===== src/core/sigenc_defines.svh =====
// Constants for the signalling tone strobe encoder
`ifndef SIGENC_DEFINES_SVH
`define SIGENC_DEFINES_SVH
`define SIGENC_STEPS_SUB     4'd12
`define SIGENC_STEPS_DTMF    4'd6
`define SIGENC_STEPS_DTMF_HI 4'd2
`define SIGENC_SYNC_STAGES   2
`define SIGENC_TAIL_NS       2000000
`define SIGENC_CLK_NS        10
`define SIGENC_TAIL_CYC      (`SIGENC_TAIL_NS / `SIGENC_CLK_NS)
`define SIGENC_IDLE_NS       20000000
`define SIGENC_IDLE_CYC      (`SIGENC_IDLE_NS / `SIGENC_CLK_NS)
`define SIGENC_ATTEN_RST     8'h80
`define SIGENC_CFG_W         16
`define SIGENC_CFG_SUBDEV_LO 0
`define SIGENC_CFG_SUBKIND   4
`define SIGENC_CFG_HIDEV     5
`define SIGENC_CFG_MODE_LO   6
`define SIGENC_CFG_DTMFHI    8
`define SIGENC_CFG_MODEM     9
`endif


===== src/core/sigenc_pkg.sv =====
// Types shared by the signalling tone strobe encoder
package sigenc_pkg;
  typedef enum logic [1:0] {
    SIGENC_TX_IDLE,
    SIGENC_TX_SUB,
    SIGENC_TX_TRUNK,
    SIGENC_TX_DTMF
  } sigenc_mode_t;
  typedef enum logic {SIGENC_KIND_TONE, SIGENC_KIND_CODE} sigenc_kind_t;
endpackage


===== src/core/sigenc_step_if.sv =====
// Strobe edge and step output bundle for one staircase generator
`timescale 1ns/10ps
interface sigenc_step_if;
  logic       step;
  logic [3:0] period;
  logic [3:0] phase;
  logic       active;
  modport gen (input step, input period, output phase, output active);
  modport use_ (output step, output period, input phase, input active);
endinterface


===== src/core/sigenc_stair.sv =====
// Staircase phase generator, one step per strobe edge
`timescale 1ns/10ps
`include "sigenc_defines.svh"
module sigenc_stair (
  input  wire logic      clk_i,
  input  wire logic      rst_i,
  input  wire logic      clr_i,
  sigenc_step_if.gen     stp
);
  typedef struct packed {
    logic [3:0] phase;
    logic       active;
  } sigenc_stair_t;
  sigenc_stair_t st_ff;
  sigenc_stair_t nxt_st;

  // Wrap at the programmed step count
  always_comb begin
    nxt_st = st_ff;
    if (clr_i) begin
      nxt_st = '0;
    end else if (stp.step) begin
      nxt_st.active = 1'b1;
      if (st_ff.phase >= stp.period - 4'h1) begin
        nxt_st.phase = 4'h0;
      end else begin
        nxt_st.phase = st_ff.phase + 4'h1;
      end
    end
  end

  always_ff @(posedge clk_i) begin
    if (rst_i) begin
      st_ff <= '0;
    end else begin
      st_ff <= nxt_st;
    end
  end

  assign stp.phase  = st_ff.phase;
  assign stp.active = st_ff.active;
endmodule


===== src/core/sigenc_top.sv =====
// Signalling encoder: strobe driven tone, data and DTMF generation
`timescale 1ns/10ps
`include "sigenc_defines.svh"
module sigenc_top #(
  parameter int unsigned TAIL_CYC = `SIGENC_TAIL_CYC,
  parameter int unsigned IDLE_CYC = `SIGENC_IDLE_CYC
) (
  input  wire logic                     REF_CLK_I,
  input  wire logic                     SYS_RST_I,
  input  wire logic [`SIGENC_CFG_W-1:0] CFG_I,
  input  wire logic                     CFG_LOAD_I,
  input  wire logic [7:0]               ATTEN_I,
  input  wire logic                     ATTEN_LOAD_I,
  input  wire logic                     SUB_STROBE_I,
  input  wire logic                     TRK_STROBE_I,
  input  wire logic                     LOW_STROBE_I,
  input  wire logic                     SQ_COMP_I,
  input  wire logic                     RX_SUB_I,
  input  wire logic signed [7:0]        MIC_I,
  input  wire logic signed [7:0]        RX_AUDIO_I,
  input  wire logic signed [7:0]        FLAT_AUDIO_I,
  output logic signed [9:0]             MOD_O,
  output logic signed [7:0]             RX_AUDIO_O,
  output logic signed [7:0]             EXT_AUDIO_O,
  output logic                          CHAN_ACT_O,
  output logic                          SQ_DET_O,
  output logic                          LIM_SUB_O,
  output logic                          MIC_MUTE_O
);
  // Position on the twelve step sine table for a phase and period
  function automatic logic [3:0] stair_index(input logic [3:0] ph,
                                             input logic [3:0] per);
    logic [3:0] idx;
    idx = 4'h0;
    case (per)
      `SIGENC_STEPS_DTMF: begin
        idx = ph * 4'h2;
      end
      // Two steps must land on peak and trough, not on zero crossings
      `SIGENC_STEPS_DTMF_HI: begin
        idx = (ph * 4'h6) + 4'h3;
      end
      default: begin
        idx = ph;
      end
    endcase
    return idx;
  endfunction

  // Sine staircase sample for a phase of a period-step cycle
  function automatic logic signed [7:0] stair(input logic [3:0] ph,
                                              input logic [3:0] per);
    case (stair_index(ph, per))
      4'h0: stair = 8'sh00;
      4'h1: stair = 8'sh20;
      4'h2: stair = 8'sh37;
      4'h3: stair = 8'sh40;
      4'h4: stair = 8'sh37;
      4'h5: stair = 8'sh20;
      4'h6: stair = 8'sh00;
      4'h7: stair = -8'sh20;
      4'h8: stair = -8'sh37;
      4'h9: stair = -8'sh40;
      4'ha: stair = -8'sh37;
      4'hb: stair = -8'sh20;
      default: stair = 8'sh00;
    endcase
  endfunction

  // Volume scaling: sample times setting over 256, sign kept
  function automatic logic signed [7:0] atten_scale(
      input logic signed [7:0] smp, input logic [7:0] att);
    logic [15:0] prod;
    prod = {{8{smp[7]}}, smp} * {8'h00, att};
    return prod[15:8];
  endfunction

  // Deviation: sample shifted down by four minus the level field
  function automatic logic signed [9:0] dev_scale(
      input logic signed [9:0] smp, input logic [1:0] dev, input logic hi);
    logic signed [9:0] res;
    res = smp >>> (3'h4 - {1'b0, dev});
    // Connect tone: same tone, one doubling of deviation
    if (hi) begin
      res = res <<< 1;
    end
    return res;
  endfunction

  // Two-flop synchronisers, plus an edge history stage on the three strobes
  typedef struct packed {
    logic [2:0] sub;
    logic [2:0] trk;
    logic [2:0] low;
    logic [1:0] sq;
    logic [1:0] rxs;
  } sigenc_sync_t;

  // Encoder state apart from the three generator phases, registered as one word
  typedef struct packed {
    sigenc_sync_t                sy;
    logic [`SIGENC_CFG_W-1:0]    cfg;
    logic [7:0]                  atten;
    logic                        code_lvl;
    logic [31:0]                 tail;
    logic [31:0]                 idle;
    logic                        busy;
    logic signed [9:0]           mod;
    logic signed [7:0]           rxa;
    logic signed [7:0]           ext;
    logic                        channel_activity_out;
    logic                        squelch_detect_out;
    logic                        lim;
    logic                        mute;
  } sigenc_st_t;

  sigenc_st_t       st_ff;
  sigenc_st_t       nxt_st;
  sigenc_pkg::sigenc_mode_t mode;
  sigenc_pkg::sigenc_kind_t kind;
  logic             sub_edge;
  logic             trk_edge;
  logic             low_edge;
  logic             clr;

  // Step bundles between the encoder and its three generators
  sigenc_step_if sub_if ();
  sigenc_step_if hi_if ();
  sigenc_step_if lo_if ();

  // Mode and kind fields of the loaded config word
  assign mode = sigenc_pkg::sigenc_mode_t'(
    st_ff.cfg[`SIGENC_CFG_MODE_LO +: 2]);
  assign kind = sigenc_pkg::sigenc_kind_t'(st_ff.cfg[`SIGENC_CFG_SUBKIND]);
  // Both strobe edges count, so a square wave gives two steps per period
  assign sub_edge = st_ff.sy.sub[2] ^ st_ff.sy.sub[1];
  assign trk_edge = st_ff.sy.trk[2] ^ st_ff.sy.trk[1];
  assign low_edge = st_ff.sy.low[2] ^ st_ff.sy.low[1];
  // A config load restarts every generator and the data level, unless a trunking edge toggles the level in the same cycle
  assign clr = CFG_LOAD_I;

  // Each generator only advances when its mode is selected
  assign sub_if.step   = sub_edge && (mode == sigenc_pkg::SIGENC_TX_SUB);
  assign sub_if.period = `SIGENC_STEPS_SUB;
  assign hi_if.step    = trk_edge && (mode == sigenc_pkg::SIGENC_TX_DTMF);
  assign hi_if.period  = st_ff.cfg[`SIGENC_CFG_DTMFHI] ?
                         `SIGENC_STEPS_DTMF_HI : `SIGENC_STEPS_DTMF;
  assign lo_if.step    = low_edge && (mode == sigenc_pkg::SIGENC_TX_DTMF);
  assign lo_if.period  = `SIGENC_STEPS_DTMF;

  // One staircase per tone source, all cleared by a config load
  sigenc_stair u_sub (
    .clk_i (REF_CLK_I),
    .rst_i (SYS_RST_I),
    .clr_i (clr),
    .stp   (sub_if.gen)
  );
  sigenc_stair u_hi (
    .clk_i (REF_CLK_I),
    .rst_i (SYS_RST_I),
    .clr_i (clr),
    .stp   (hi_if.gen)
  );
  sigenc_stair u_lo (
    .clk_i (REF_CLK_I),
    .rst_i (SYS_RST_I),
    .clr_i (clr),
    .stp   (lo_if.gen)
  );

  // Next state of the whole encoder
  always_comb begin
    logic signed [9:0] sig;
    logic signed [9:0] hi;
    logic signed [9:0] lo;
    logic signed [9:0] voice;
    sig   = 10'sh000;
    hi    = 10'sh000;
    lo    = 10'sh000;
    voice = 10'sh000;
    nxt_st = st_ff;
    // Sync shift; stage two feeds logic, stage three keeps edge history
    nxt_st.sy.sub = {st_ff.sy.sub[1:0], SUB_STROBE_I};
    nxt_st.sy.trk = {st_ff.sy.trk[1:0], TRK_STROBE_I};
    nxt_st.sy.low = {st_ff.sy.low[1:0], LOW_STROBE_I};
    nxt_st.sy.sq  = {st_ff.sy.sq[0], SQ_COMP_I};
    nxt_st.sy.rxs = {st_ff.sy.rxs[0], RX_SUB_I};
    // Host loads; a config load also resets the trunking level, unless the trunking toggle below fires in the same cycle
    if (CFG_LOAD_I) begin
      nxt_st.cfg      = CFG_I;
      nxt_st.code_lvl = 1'b0;
    end
    if (ATTEN_LOAD_I) begin
      nxt_st.atten = ATTEN_I;
    end
    // Idle timer notices that the host stopped strobing
    if (sub_edge || trk_edge || low_edge) begin
      nxt_st.idle = 32'(IDLE_CYC);
      nxt_st.busy = 1'b1;
    end else if (st_ff.idle != 32'h0) begin
      nxt_st.idle = st_ff.idle - 32'h1;
    end else begin
      nxt_st.busy = 1'b0;
    end
    // Two-state data level toggles on each trunking strobe edge, rising or falling
    if (trk_edge && mode == sigenc_pkg::SIGENC_TX_TRUNK) begin
      nxt_st.code_lvl = ~st_ff.code_lvl;
    end
    // Code kind reuses the sub strobe as a level pattern instead of a sine
    if (kind == sigenc_pkg::SIGENC_KIND_CODE) begin
      sig = st_ff.sy.sub[2] ? 10'sh040 : -10'sh040;
    end else begin
      sig = 10'(stair(sub_if.phase, sub_if.period));
    end
    // Sub deviation scale, plus one doubling for connect tone
    sig = dev_scale(sig, st_ff.cfg[`SIGENC_CFG_SUBDEV_LO +: 2],
                    st_ff.cfg[`SIGENC_CFG_HIDEV]);
    // Idle gate: no stray tone once the host stops strobing
    if (!sub_if.active || !st_ff.busy) begin
      sig = 10'sh000;
    end
    // Microphone path, replaced below in the data and DTMF modes
    voice = 10'(MIC_I);
    case (mode)
      sigenc_pkg::SIGENC_TX_SUB: begin
        nxt_st.mod  = voice + sig;
        nxt_st.mute = 1'b0;
      end
      sigenc_pkg::SIGENC_TX_TRUNK: begin
        nxt_st.mod  = st_ff.code_lvl ? 10'sh060 : -10'sh060;
        nxt_st.mute = 1'b1;
      end
      sigenc_pkg::SIGENC_TX_DTMF: begin
        // 5/4 weight is close to 2 dB of high group lift
        hi = 10'(stair(hi_if.phase, hi_if.period));
        hi = hi + (hi >>> 2);
        lo = 10'(stair(lo_if.phase, lo_if.period));
        nxt_st.mod  = st_ff.busy ? (hi + lo) : 10'sh000;
        nxt_st.mute = 1'b1;
      end
      default: begin
        nxt_st.mod  = voice;
        nxt_st.mute = 1'b0;
      end
    endcase
    // Squelch: comparator level, then a hold tail for the detect output
    nxt_st.channel_activity_out = st_ff.sy.sq[1];
    if (st_ff.channel_activity_out) begin
      nxt_st.tail  = 32'(TAIL_CYC);
      nxt_st.squelch_detect_out = 1'b1;
    end else if (st_ff.tail != 32'h0) begin
      nxt_st.tail = st_ff.tail - 32'h1;
    end else begin
      nxt_st.squelch_detect_out = 1'b0;
    end
    // Limited sub-audible level straight from the second sync stage
    nxt_st.lim = st_ff.sy.rxs[1];
    // Attenuation: audio times setting over 256
    nxt_st.rxa = atten_scale(RX_AUDIO_I, st_ff.atten);
    // External audio: flat in modem mode, else gated by squelch detect
    if (st_ff.cfg[`SIGENC_CFG_MODEM]) begin
      nxt_st.ext = FLAT_AUDIO_I;
    end else begin
      nxt_st.ext = st_ff.squelch_detect_out ? RX_AUDIO_I : 8'sh00;
    end
  end

  // Top-level state in one register; attenuator restarts at mid scale
  always_ff @(posedge REF_CLK_I) begin
    if (SYS_RST_I) begin
      st_ff       <= '0;
      st_ff.atten <= `SIGENC_ATTEN_RST;
    end else begin
      st_ff <= nxt_st;
    end
  end

  // Outputs straight from the state flops
  assign MOD_O       = st_ff.mod;
  assign RX_AUDIO_O  = st_ff.rxa;
  assign EXT_AUDIO_O = st_ff.ext;
  assign CHAN_ACT_O  = st_ff.channel_activity_out;
  assign SQ_DET_O    = st_ff.squelch_detect_out;
  assign LIM_SUB_O   = st_ff.lim;
  assign MIC_MUTE_O  = st_ff.mute;
endmodule


===== config.mk =====
export PLATFORM = sky130hd
export DESIGN_NAME = sigenc_top
export DESIGN_NICKNAME = d
export VERILOG_FILES = /design/src/core/sigenc_pkg.sv /design/src/core/sigenc_step_if.sv /design/src/core/sigenc_stair.sv /design/src/core/sigenc_top.sv
export VERILOG_INCLUDE_DIRS = /design/src /design/src/core
export SDC_FILE = /design/constraint.sdc
export NUM_CORES = 1
export LEC_CHECK = 0
export ABC_AREA = 1
export ABC_CLOCK_PERIOD_IN_PS = 4600
export BUFFER_PORTS_ARGS = -buffer_cell sky130_fd_sc_hd__buf_4
export CAP_MARGIN = 0
export CORE_MARGIN = 3
export CORE_UTILIZATION = 50
export DETAILED_ROUTE_END_ITERATION = 6
export HOLD_SLACK_MARGIN = 0.05
export PLACE_DENSITY = 0.71
export SKIP_CTS_REPAIR_TIMING = 1
export SLEW_MARGIN = 10
export SYNTH_ARGS = -nofsm -noshare
export SYNTH_HDL_FRONTEND = slang
export SYNTH_SLANG_ARGS = --single-unit

===== constraint.sdc =====
create_clock -name REF_CLK_I -period 4.6 [get_ports REF_CLK_I]
set_input_delay 0.92 -clock REF_CLK_I [delete_from_list [all_inputs] [get_ports REF_CLK_I]]
set_output_delay 0.92 -clock REF_CLK_I [all_outputs]
set_load 0.005 [all_outputs]

==> qor.csv, run 1 <==
metric,value,unit
run status,completed,
cell types occupying the most area after synthesis,"sky130_fd_sc_hd__dfxtp_1 (27%), sky130_fd_sc_hd__nand2_1 (13%), sky130_fd_sc_hd__ha_1 (9.7%)",
instance count of the mapped netlist,1461,
proportion of power drawn by flip-flops and latches,28.2,%
pin count of the biggest net entering global routing,49,
syn nets,1640,
share of the synthesized area in the top cell type,27.0,%
H-tree depth,4,
Crit path top cell by count,sky130_fd_sc_hd__nand2_1,
VDD IR-drop max,0.312,mV
via count of the first global-routing pass,8892,
clock network fraction of design power,25.2,%
Antenna Violating Nets Remaining,0,
switching pwr,2410,uW
Die W,149,um
post-synthesis share of cell area spent on xor and xnor gates,5.13,%
share of flip-flops with an asynchronous set or reset after synthesis,0,%
Clock Sink Count,138,
Worst-Margin Slew,0.905,ns
aggregate global-route resource usage,22.6,%
Worst Skew,0.00862,ns
fraction of final layout cells sized beyond drive strength 1,12.4,%
Netlist Area Pre-Place,10200,sq um
simple-gate share of the synthesized area,31.5,%
max-cap violation count,0,
RSZ-0062 raised after global routing,no,
WS Path Type,input port to register,
Peak Freq,0.229,GHz
"post-synthesis share of cell area spent on full adders, half adders and majority gates",18.1,%
# IOs,87,
proportion of total power due to net switching,42.2,%
final number of max-transition violations,0,
list of cells traversed by the critical path,"buf_4, clkinv_1, buf_4, nor2_1, fa_1, inv_1, fa_1, inv_1, fa_1, inv_1, fa_1, inv_1, ha_4, nand2_1, nor2_1, o21ai_0, nand2_1, nand2_1, nand2_1, nand2_1, a21oi_1",
list of most frequent post-synthesis cells,"sky130_fd_sc_hd__nand2_1 (345), sky130_fd_sc_hd__nor2_1 (228), sky130_fd_sc_hd__inv_1 (199)",
Area Overhead vs Synth,13.3,%
total number of vias,9122,
Vias/cell,5.07,
number of enable flip-flop cells after synthesis,0,
CTS tree,done,
final critical-path required period,4.37,ns
global-route wire length before repair,41100,um
area of the multi-input gates,6380,sq um
internal power consumption,3300,uW
maximum clock path buffer count,2,
number of distinct standard cells referenced by the synthesized netlist,43,
TritonCTS buffer count,17,
area taken by flip-flops and latches,2760,sq um
largest area contributor in the synthesized netlist,sky130_fd_sc_hd__dfxtp_1,
number of setup violations in the final report,0,
most repeated cell in the gate-level netlist after synthesis,sky130_fd_sc_hd__nand2_1,
CP required,4.95,ns
part of the Yosys area used for sequential elements,27.0,%
die extent in y,149,um
startpoint kind of the worst setup timing path,input port,
Compound-Gate Fraction of Synth Area,7.39,%
routed len/inst,13.6,um
largest family of logic cells by synthesized area,simple AND/OR/NAND/NOR gates,
#FFs+latches synth,138,
cell with the largest stage delay on the worst path,sky130_fd_sc_hd__fa_1,
Final Hold Vio Count,0,
Site Rows,51,
effective utilization at floorplan,51.8,%
largest incremental delay on the critical path,0.54,ns
detailed-route wire length,24500,um
data arrival time of the worst path,4.73,ns
Total Die Area,22200,sq um
detailed placer's ending HPWL,19100,um
core box area,19800,sq um
placer congestion estimate,0.910,
PnR Total Power,5710,uW
diode insertion count for antenna repair,0,
number of design-rule violations left by the first detailed-router iteration,541,
Post-Syn Area per Cell,7.01,sq um
count of synthesis-stage warnings from yosys,0,
number of nets at the end of the flow,1699,
count of unresolved DRC violations after routing,0,
Final period util,95.1,%
antenna violations before repair,0,
TritonRoute pass-1 iters,5,
class of the worst hold path,register to register,
combinational fraction of design power,46.6,%
share of synthesized area spent on multiplexers,0,%
pre-CTS setup slack,-0.224,ns
relative slew slack,39.5,%
primary flip-flop cell chosen by synthesis mapping,sky130_fd_sc_hd__dfxtp_1,
clock insertion delay at the later pin of the skew report,0.42,ns
total power density per cell area,492,nW/um^2
count of buffers from port buffering,78,
"Max FO, Critical Path",6,
leakage power summed over all cells,0.00604,uW
clk slew on worst S/H paths,0.06,ns
fillers,1896,
crit end category,register,
CTS root buffer,sky130_fd_sc_hd__clkbuf_16,
sum of overflow across all layers after global routing,0,
"crit path setup slack, layout",0.226,ns
[cell type report]
cell class | count | share of cell area (%)
Clock buffer | 18 | 3.70
Clock inverter | 14 | 1.62
Inverter | 202 | 6.53
Multi-Input combinational cell | 1060 | 55.0
Sequential cell | 138 | 23.8
Tap cell | 265 | 2.86
Timing Repair Buffer | 101 | 6.53
[power groups by stage]
stage	sequential [uW]	combinational, uW	clock, uW
3_3_place_gp	1630	2540	0
6_report	1610	2660	1440
5_1_grt	1640	3040	1520
4_1_cts	1610	2620	1460
3_5_place_dp	1630	2580	0
2_1_floorplan	1570	2060	0
[through the flow]
| stage | std cells | utilization [%] | hold slack, ns | cell area, sq um | setup TNS (ns) |
|---|---|---|---|---|---|
| 4_1_cts | 1798 | 58.6 | 0.405 | 11600 | 0 |
| 2_1_floorplan | 1461 | - | 0.388 | 10200 | 0 |
| 5_1_grt | 1798 | 58.7 | 0.420 | 11600 | 0 |
| 6_report | 1798 | 58.7 | 0.404 | 11600 | 0 |
| 3_5_place_dp | 1766 | 55.5 | 0.396 | 11000 | -1.37 |
| 3_3_place_gp | 1766 | 55.5 | 0.395 | 11000 | -0.905 |
[placed cells by master, fill, tap and decap left out, types with 10 or more instances in the layout]
cell type                   count
sky130_fd_sc_hd__a21oi_1       61
sky130_fd_sc_hd__buf_4        101
sky130_fd_sc_hd__clkbuf_16     17
sky130_fd_sc_hd__dfxtp_1      138
sky130_fd_sc_hd__fa_1          43
sky130_fd_sc_hd__ha_1          78
sky130_fd_sc_hd__inv_1        199
sky130_fd_sc_hd__nand2_1      345
sky130_fd_sc_hd__nand2_2       11
sky130_fd_sc_hd__nand3_1       67
sky130_fd_sc_hd__nand4_1       23
sky130_fd_sc_hd__nor2_1       228
sky130_fd_sc_hd__nor2_2        10
sky130_fd_sc_hd__nor3_1        19
sky130_fd_sc_hd__o21ai_0       45
sky130_fd_sc_hd__xnor2_1       30
sky130_fd_sc_hd__xor2_1        30
[final timing paths]
kind | start | to | slack, ns | cells after the start
worst min-delay path | nxt_st[128]$_SDFF_PP0_ | nxt_st[129]$_SDFF_PP0_ | 0.40 | 2
worst max-delay path | RX_AUDIO_I[7] | RX_AUDIO_O[6]$_SDFF_PP0_ | 0.23 | 21
worst min register to register | nxt_st[128]$_SDFF_PP0_ | nxt_st[129]$_SDFF_PP0_ | 0.40 | 2
worst max register to register | st_ff[97]$_SDFFE_PP0P_ | RX_AUDIO_O[6]$_SDFF_PP0_ | 0.54 | 16
[state kept, by name (all words and copies together), names as in the netlist, 2 cells and up]
| register | cells |
|---|---|
| st_ff | 82 |
| MOD_O | 10 |
| nxt_st | 10 |
| EXT_AUDIO_O | 8 |
| RX_AUDIO_O | 8 |
| u_hi.stp.phase | 4 |
| u_lo.stp.phase | 4 |
| u_sub.stp.phase | 4 |
| mode | 2 |
[metal layers]
| layer | vias to the layer above | share of wire (%) | global-route usage, % |
|---|---|---|---|
| met5 | - | 0 | 0 |
| met4 | 0 | 2.0 | 6.59 |
| met3 | 44 | 5.1 | 3.80 |
| met2 | 226 | 47 | 37.7 |
| met1 | 4180 | 46 | 30.2 |
| li1 | 4672 | - | - |
[logic make-up (layout without fill, tap and decap cells)]
family	Yosys count	count (layout)
buffers and inverters	263	335
XOR/XNOR	60	60
AND/OR/NAND/NOR	742	742
flip-flops	138	138
adder cells (fa/ha/maj)	122	122
AO/OA/AOI/OAI	136	136
[critical path, delay by kind of cell]
family / cells / cell delay, ns
AOI/OAI and AO/OA: 2 / 0.22
and+or+nand+nor: 7 / 0.60
buffers and inverters: 7 / 0.56
adders and majority gates: 5 / 2.41
(Power assumes the default switching activity.)
==> run 2: changes to the inputs <==
--- a/config.mk
+++ b/config.mk
@@ -10,11 +10,13 @@
 export ABC_CLOCK_PERIOD_IN_PS = 4600
 export BUFFER_PORTS_ARGS = -buffer_cell sky130_fd_sc_hd__buf_4
 export CAP_MARGIN = 0
+export CELL_PAD_IN_SITES_DETAIL_PLACEMENT = 0
+export CELL_PAD_IN_SITES_GLOBAL_PLACEMENT = 1
 export CORE_MARGIN = 3
-export CORE_UTILIZATION = 50
+export CORE_UTILIZATION = 40
 export DETAILED_ROUTE_END_ITERATION = 6
 export HOLD_SLACK_MARGIN = 0.05
-export PLACE_DENSITY = 0.71
+export PLACE_DENSITY_LB_ADDON = 0.1
 export SKIP_CTS_REPAIR_TIMING = 1
 export SLEW_MARGIN = 10
 export SYNTH_ARGS = -nofsm -noshare
==> run 2 against run 1 <==
  * Total power decreased by 2.2%
  * Hold slack got worse by 0.0031 ns
  * First-iteration DRC count shrank 22%
  * Routed wire length increased by 2.8%
  * Die area rose by 24%
  * Non-clock buffer count grew 4
  * Cell count is 3.5% higher
  * Critical endpoint unchanged
  * Largest cell class unchanged
  * Highest routed layer unchanged
==> qor.csv, run 2 (synthesized netlist as in run 1, its figures left out) <==
metric,value,unit
count of unresolved DRC violations after routing,0,
pin count of the biggest net entering global routing,49,
proportion of power drawn by flip-flops and latches,28.8,%
diode insertion count for antenna repair,0,
"leading cell type in the layout, fill and taps excluded",sky130_fd_sc_hd__nand2_1,
Vias/cell,4.78,
cell with the largest stage delay on the worst path,sky130_fd_sc_hd__fa_1,
CTS tree,done,
WS Path Type,input port to register,
routed len/inst,13.5,um
via count of the first global-routing pass,8462,
number of setup violations in the final report,0,
final number of max-transition violations,0,
switching pwr,2390,uW
data arrival time of the worst path,4.65,ns
"reg-to-reg slack, setup",0.51,ns
fillers,2544,
detailed-route wire length,25200,um
number of nets at the end of the flow,1703,
H-tree depth,4,
share of the core filled with cells in the final layout,47.1,%
run status,completed,
leakage power summed over all cells,0.00602,uW
maximum clock path buffer count,2,
largest incremental delay on the critical path,0.55,ns
class of the worst hold path,register to register,
clk slew on worst S/H paths,0.06,ns
clock network fraction of design power,23.4,%
die extent in y,166,um
TritonRoute pass-1 iters,5,
RSZ-0062 raised after global routing,no,
antenna violations before repair,0,
sum of overflow across all layers after global routing,0,
proportion of total power due to net switching,42.7,%
Worst-Margin Slew,0.999,ns
Final Hold Vio Count,0,
PnR Total Power,5580,uW
total power density per cell area,479,nW/um^2
VDD IR-drop max,0.292,mV
placer congestion estimate,0.853,
Worst Skew,0.0120,ns
crit end category,register,
# IOs,87,
most frequent cells in the layout,"sky130_fd_sc_hd__nand2_1 (345), sky130_fd_sc_hd__nor2_1 (228), sky130_fd_sc_hd__inv_1 (199)",
internal power consumption,3200,uW
relative slew slack,33.2,%
Antenna Violating Nets Remaining,0,
global-route wire length before repair,42000,um
"Max FO, Critical Path",4,
Site Rows,57,
TritonCTS buffer count,17,
CTS root buffer,sky130_fd_sc_hd__clkbuf_16,
detailed placer's ending HPWL,19800,um
Area Overhead vs Synth,13.8,%
Final period util,95.0,%
number of design-rule violations left by the first detailed-router iteration,424,
CP required,4.88,ns
Die W,166,um
Peak Freq,0.229,GHz
aggregate global-route resource usage,18.3,%
effective utilization at floorplan,41.4,%
fraction of final layout cells sized beyond drive strength 1,12.6,%
final critical-path required period,4.37,ns
register with the most flip-flops,st_ff,
core box area,24700,sq um
startpoint kind of the worst setup timing path,input port,
Clock Sink Count,138,
Largest register FFs,82,
max-cap violation count,0,
total number of vias,8891,
list of cells traversed by the critical path,"buf_4, clkinv_1, or2_2, fa_1, fa_1, inv_1, fa_1, fa_1, ha_1, buf_4, nand2_1, nor2_1, o21ai_0, nand2_1, nand2_1, nand2_1, nand2_1, a21oi_1",
clock insertion delay at the later pin of the skew report,0.42,ns
count of buffers from port buffering,78,
Crit path top cell by count,sky130_fd_sc_hd__nand2_1,
Total Die Area,27600,sq um
combinational fraction of design power,47.8,%
==> run 2: path summary, 6_finish.rpt <==
kind                                             start                        to  depth (start not counted)
worst max-delay path                     RX_AUDIO_I[7]  RX_AUDIO_O[6]$_SDFF_PP0_                         18
worst min-delay path            nxt_st[131]$_SDFF_PP0_    nxt_st[132]$_SDFF_PP0_                          2
worst max register to register  st_ff[96]$_SDFFE_PP0P_  RX_AUDIO_O[6]$_SDFF_PP0_                         16
worst min register to register  nxt_st[131]$_SDFF_PP0_    nxt_st[132]$_SDFF_PP0_                          2
==> run 2: cell type report <==
type / count / area [sq um] / share of cell area (%)
multi-input cells: 1060 / 6380 / 54.8
flip-flops and latches: 138 / 2760 / 23.7
repair buffers: 105 / 788 / 6.77
inverters: 202 / 758 / 6.51
clock buffers: 19 / 433 / 3.72
well taps: 324 / 405 / 3.48
clock inverters: 13 / 121 / 1.04
==> run 2: layer usage <==
layer | share of wire, % | vias up | global-route usage [%]
met3 | 3.0 | 14 | 2.93
met2 | 47 | 121 | 30.4
met1 | 49 | 4084 | 25.3
met5 | 0 | - | 0
li1 | - | 4672 | -
met4 | 0.77 | 0 | 3.83
==> run 2: critical path, delay by kind of cell <==
kind / cells / cell delay (ns)
buffers and inverters: 4 / 0.41
AOI/OAI and AO/OA: 2 / 0.13
and+or+nand+nor: 7 / 0.79
adders and majority gates: 5 / 2.39
==> run 2: through the flow <==
stage          area (sq um)  setup WS, ns  cells  setup TNS, ns  hold slack, ns
6_report              11600         0.229   1861              0           0.401
5_1_grt               11600      0.000196   1861              0           0.427
4_1_cts               11600         0.223   1861              0           0.401
3_5_place_dp          11100        -0.220   1829          -1.26           0.393
3_3_place_gp          11100        -0.217   1829          -1.28           0.391
2_1_floorplan         10200        0.0514   1461              0           0.388
==> run 2: power by group through the flow <==
stage          clock network [uW]  logic [uW]  registers, uW
5_1_grt                      1390        3060           1640
3_5_place_dp                    0        2650           1630
2_1_floorplan                   0        2060           1570
3_3_place_gp                    0        2650           1630
4_1_cts                      1340        2670           1610
6_report                     1300        2670           1610
==> run 3: changes to the inputs <==
--- a/config.mk
+++ b/config.mk
@@ -7,13 +7,13 @@
 export NUM_CORES = 1
 export LEC_CHECK = 0
 export ABC_AREA = 1
-export ABC_CLOCK_PERIOD_IN_PS = 4600
+export ABC_CLOCK_PERIOD_IN_PS = 4200
 export BUFFER_PORTS_ARGS = -buffer_cell sky130_fd_sc_hd__buf_4
 export CAP_MARGIN = 0
 export CELL_PAD_IN_SITES_DETAIL_PLACEMENT = 0
 export CELL_PAD_IN_SITES_GLOBAL_PLACEMENT = 1
 export CORE_MARGIN = 3
-export CORE_UTILIZATION = 40
+export CORE_UTILIZATION = 44
 export DETAILED_ROUTE_END_ITERATION = 6
 export HOLD_SLACK_MARGIN = 0.05
 export PLACE_DENSITY_LB_ADDON = 0.1
==> constraint.sdc (replaced) <==
create_clock -name REF_CLK_I -period 4.2 [get_ports REF_CLK_I]
set_input_delay 0.84 -clock REF_CLK_I [delete_from_list [all_inputs] [get_ports REF_CLK_I]]
set_output_delay 0.84 -clock REF_CLK_I [all_outputs]
set_load 0.005 [all_outputs]
==> run 3 against run 2 <==
  * Sequential power increased by 9%
  * Hold slack got worse by 0.0019 ns
  * Clock skew increased by 0.00056 ns
  * Clock-buffer cell count unchanged
  * Clock power increased by 7%
  * Final area increased by 0.49%
  * Setup slack got worse by 0.018 ns
  * Routed wire length decreased by 3.5%
  * Non-clock buffer count increased by 3
  * Cell count decreased by 0.43%
  * Register-to-register slack got worse by 0.26 ns
  * Highest routed layer unchanged
==> qor.csv, run 3 (synthesized netlist as in run 1, its figures left out) <==
metric,value,unit
run status,completed,
Vias/cell,4.78,
Peak Freq,0.251,GHz
Final Hold Vio Count,0,
final number of max-transition violations,0,
startpoint kind of the worst setup timing path,input port,
Final TNS setup,0,ns
Worst-Margin Slew,0.923,ns
Total Die Area,25100,sq um
"Max FO, Critical Path",8,
placer congestion estimate,0.858,
"CP delay by family, top",adder cells,
cell with the largest stage delay on the worst path,sky130_fd_sc_hd__fa_1,
fraction of final layout cells sized beyond drive strength 1,13.8,%
leakage power summed over all cells,0.00605,uW
CTS tree,done,
number of nets at the end of the flow,1706,
total power density per cell area,522,nW/um^2
pre-CTS setup slack,-0.265,ns
number of design-rule violations left by the first detailed-router iteration,381,
TritonCTS buffer count,17,
routed len/inst,13.1,um
clock insertion delay at the later pin of the skew report,0.42,ns
max-cap violation count,0,
data arrival time of the worst path,4.27,ns
"number of placed instances, taps included",1821,
final critical-path required period,3.99,ns
Site Rows,55,
global-route wire length before repair,41200,um
H-tree depth,4,
aggregate global-route resource usage,20.2,%
relative slew slack,38.3,%
CP required,4.48,ns
# IOs,87,
antenna violations before repair,0,
register with the most flip-flops,st_ff,
Placed Area,11100,sq um
crit end category,register,
detailed-route wire length,24300,um
core box area,22800,sq um
"crit path setup slack, layout",0.211,ns
Largest register FFs,82,
diode insertion count for antenna repair,0,
Area Overhead vs Synth,14.3,%
sum of overflow across all layers after global routing,0,
effective utilization at floorplan,45.0,%
final std cells w/o fill,1853,
pin count of the biggest net entering global routing,49,
total number of vias,8854,
TritonRoute pass-1 iters,5,
PnR Total Power,6110,uW
"leading cell type in the layout, fill and taps excluded",sky130_fd_sc_hd__nand2_1,
count of unresolved DRC violations after routing,0,
list of cells traversed by the critical path,"buf_4, nand2_1, inv_1, fa_1, inv_1, fa_1, inv_1, fa_1, inv_1, fa_1, inv_2, ha_4, a21oi_1, o21a_1, nand2_2, nand2_1, nand2_1, nand2_1, a21oi_2",
Antenna Violating Nets Remaining,0,
clk slew on worst S/H paths,0.06,ns
count of buffers from port buffering,78,
maximum clock path buffer count,2,
most frequent cells in the layout,"sky130_fd_sc_hd__nand2_1 (342), sky130_fd_sc_hd__nor2_1 (226), sky130_fd_sc_hd__inv_1 (198)",
number of setup violations in the final report,0,
fillers,2348,
via count of the first global-routing pass,8496,
Worst Skew,0.0125,ns
WS Path Type,input port to register,
Die W,159,um
total buffers and inverters traversed by the critical path,6,
die extent in y,159,um
cell area after layout,11700,sq um
CTS root buffer,sky130_fd_sc_hd__clkbuf_16,
Clock Sink Count,138,
largest incremental delay on the critical path,0.54,ns
detailed placer's ending HPWL,19100,um
class of the worst hold path,register to register,
Final period util,95.0,%
VDD IR-drop max,0.301,mV
RSZ-0062 raised after global routing,no,
## run 3: cell types whose count changed in the layout (fill, tap and decap cells not counted), moves of 3 or more
cell                      change
sky130_fd_sc_hd__o21ai_0      -4
sky130_fd_sc_hd__nand2_1      -3
sky130_fd_sc_hd__nand2_2      +3
sky130_fd_sc_hd__buf_4        +3
## run 3: area by class of cell
cell class / instances / area [sq um] / share of cell area (%)
Clock inverter: 13 / 96.3 / 0.823
Timing Repair Buffer: 108 / 811 / 6.93
Clock buffer: 19 / 443 / 3.78
Inverter: 202 / 761 / 6.50
Multi-Input combinational cell: 1060 / 6440 / 55.0
Tap cell: 313 / 392 / 3.35
Sequential cell: 138 / 2760 / 23.6
## run 3: through the flow
step	hold slack (ns)	utilization (%)
after detailed placement	0.394	48.9
after CTS	0.397	51.3
after global routing	0.420	51.4
after floorplan	0.388	-
final	0.399	51.4
after global placement	0.390	48.9
## run 3: worst paths after layout
path / start / end / slack [ns] / depth (start not counted)
max: RX_AUDIO_I[4] / RX_AUDIO_O[6]$_SDFF_PP0_ / 0.21 / 19
min: nxt_st[128]$_SDFF_PP0_ / nxt_st[129]$_SDFF_PP0_ / 0.40 / 2
max reg2reg: st_ff[99]$_SDFFE_PP0P_ / RX_AUDIO_O[3]$_SDFF_PP0_ / 0.25 / 15
min reg2reg: nxt_st[128]$_SDFF_PP0_ / nxt_st[129]$_SDFF_PP0_ / 0.40 / 2
## run 3: layer usage
metal	vias to the layer above	global-route usage, %	share of wire, %
met5	-	0	0
met4	0	4.83	1.2
met3	20	2.80	2.5
met2	105	32.6	46
met1	4038	28.8	51
li1	4691	-	-
## run 3: where the power goes
group          internal [uW]  leakage [uW]  switching (uW)
combinational           1160       0.00466            1800
sequential              1540       0.00113             218
clock                    772      0.000252             617
total                   3470       0.00605            2630
## run 3: worst min-delay path: stages, from the launching register on
cell and delay [ns]:
sky130_fd_sc_hd__dfxtp_1 0.29, sky130_fd_sc_hd__inv_1 0.04, sky130_fd_sc_hd__nor2_1 0.03
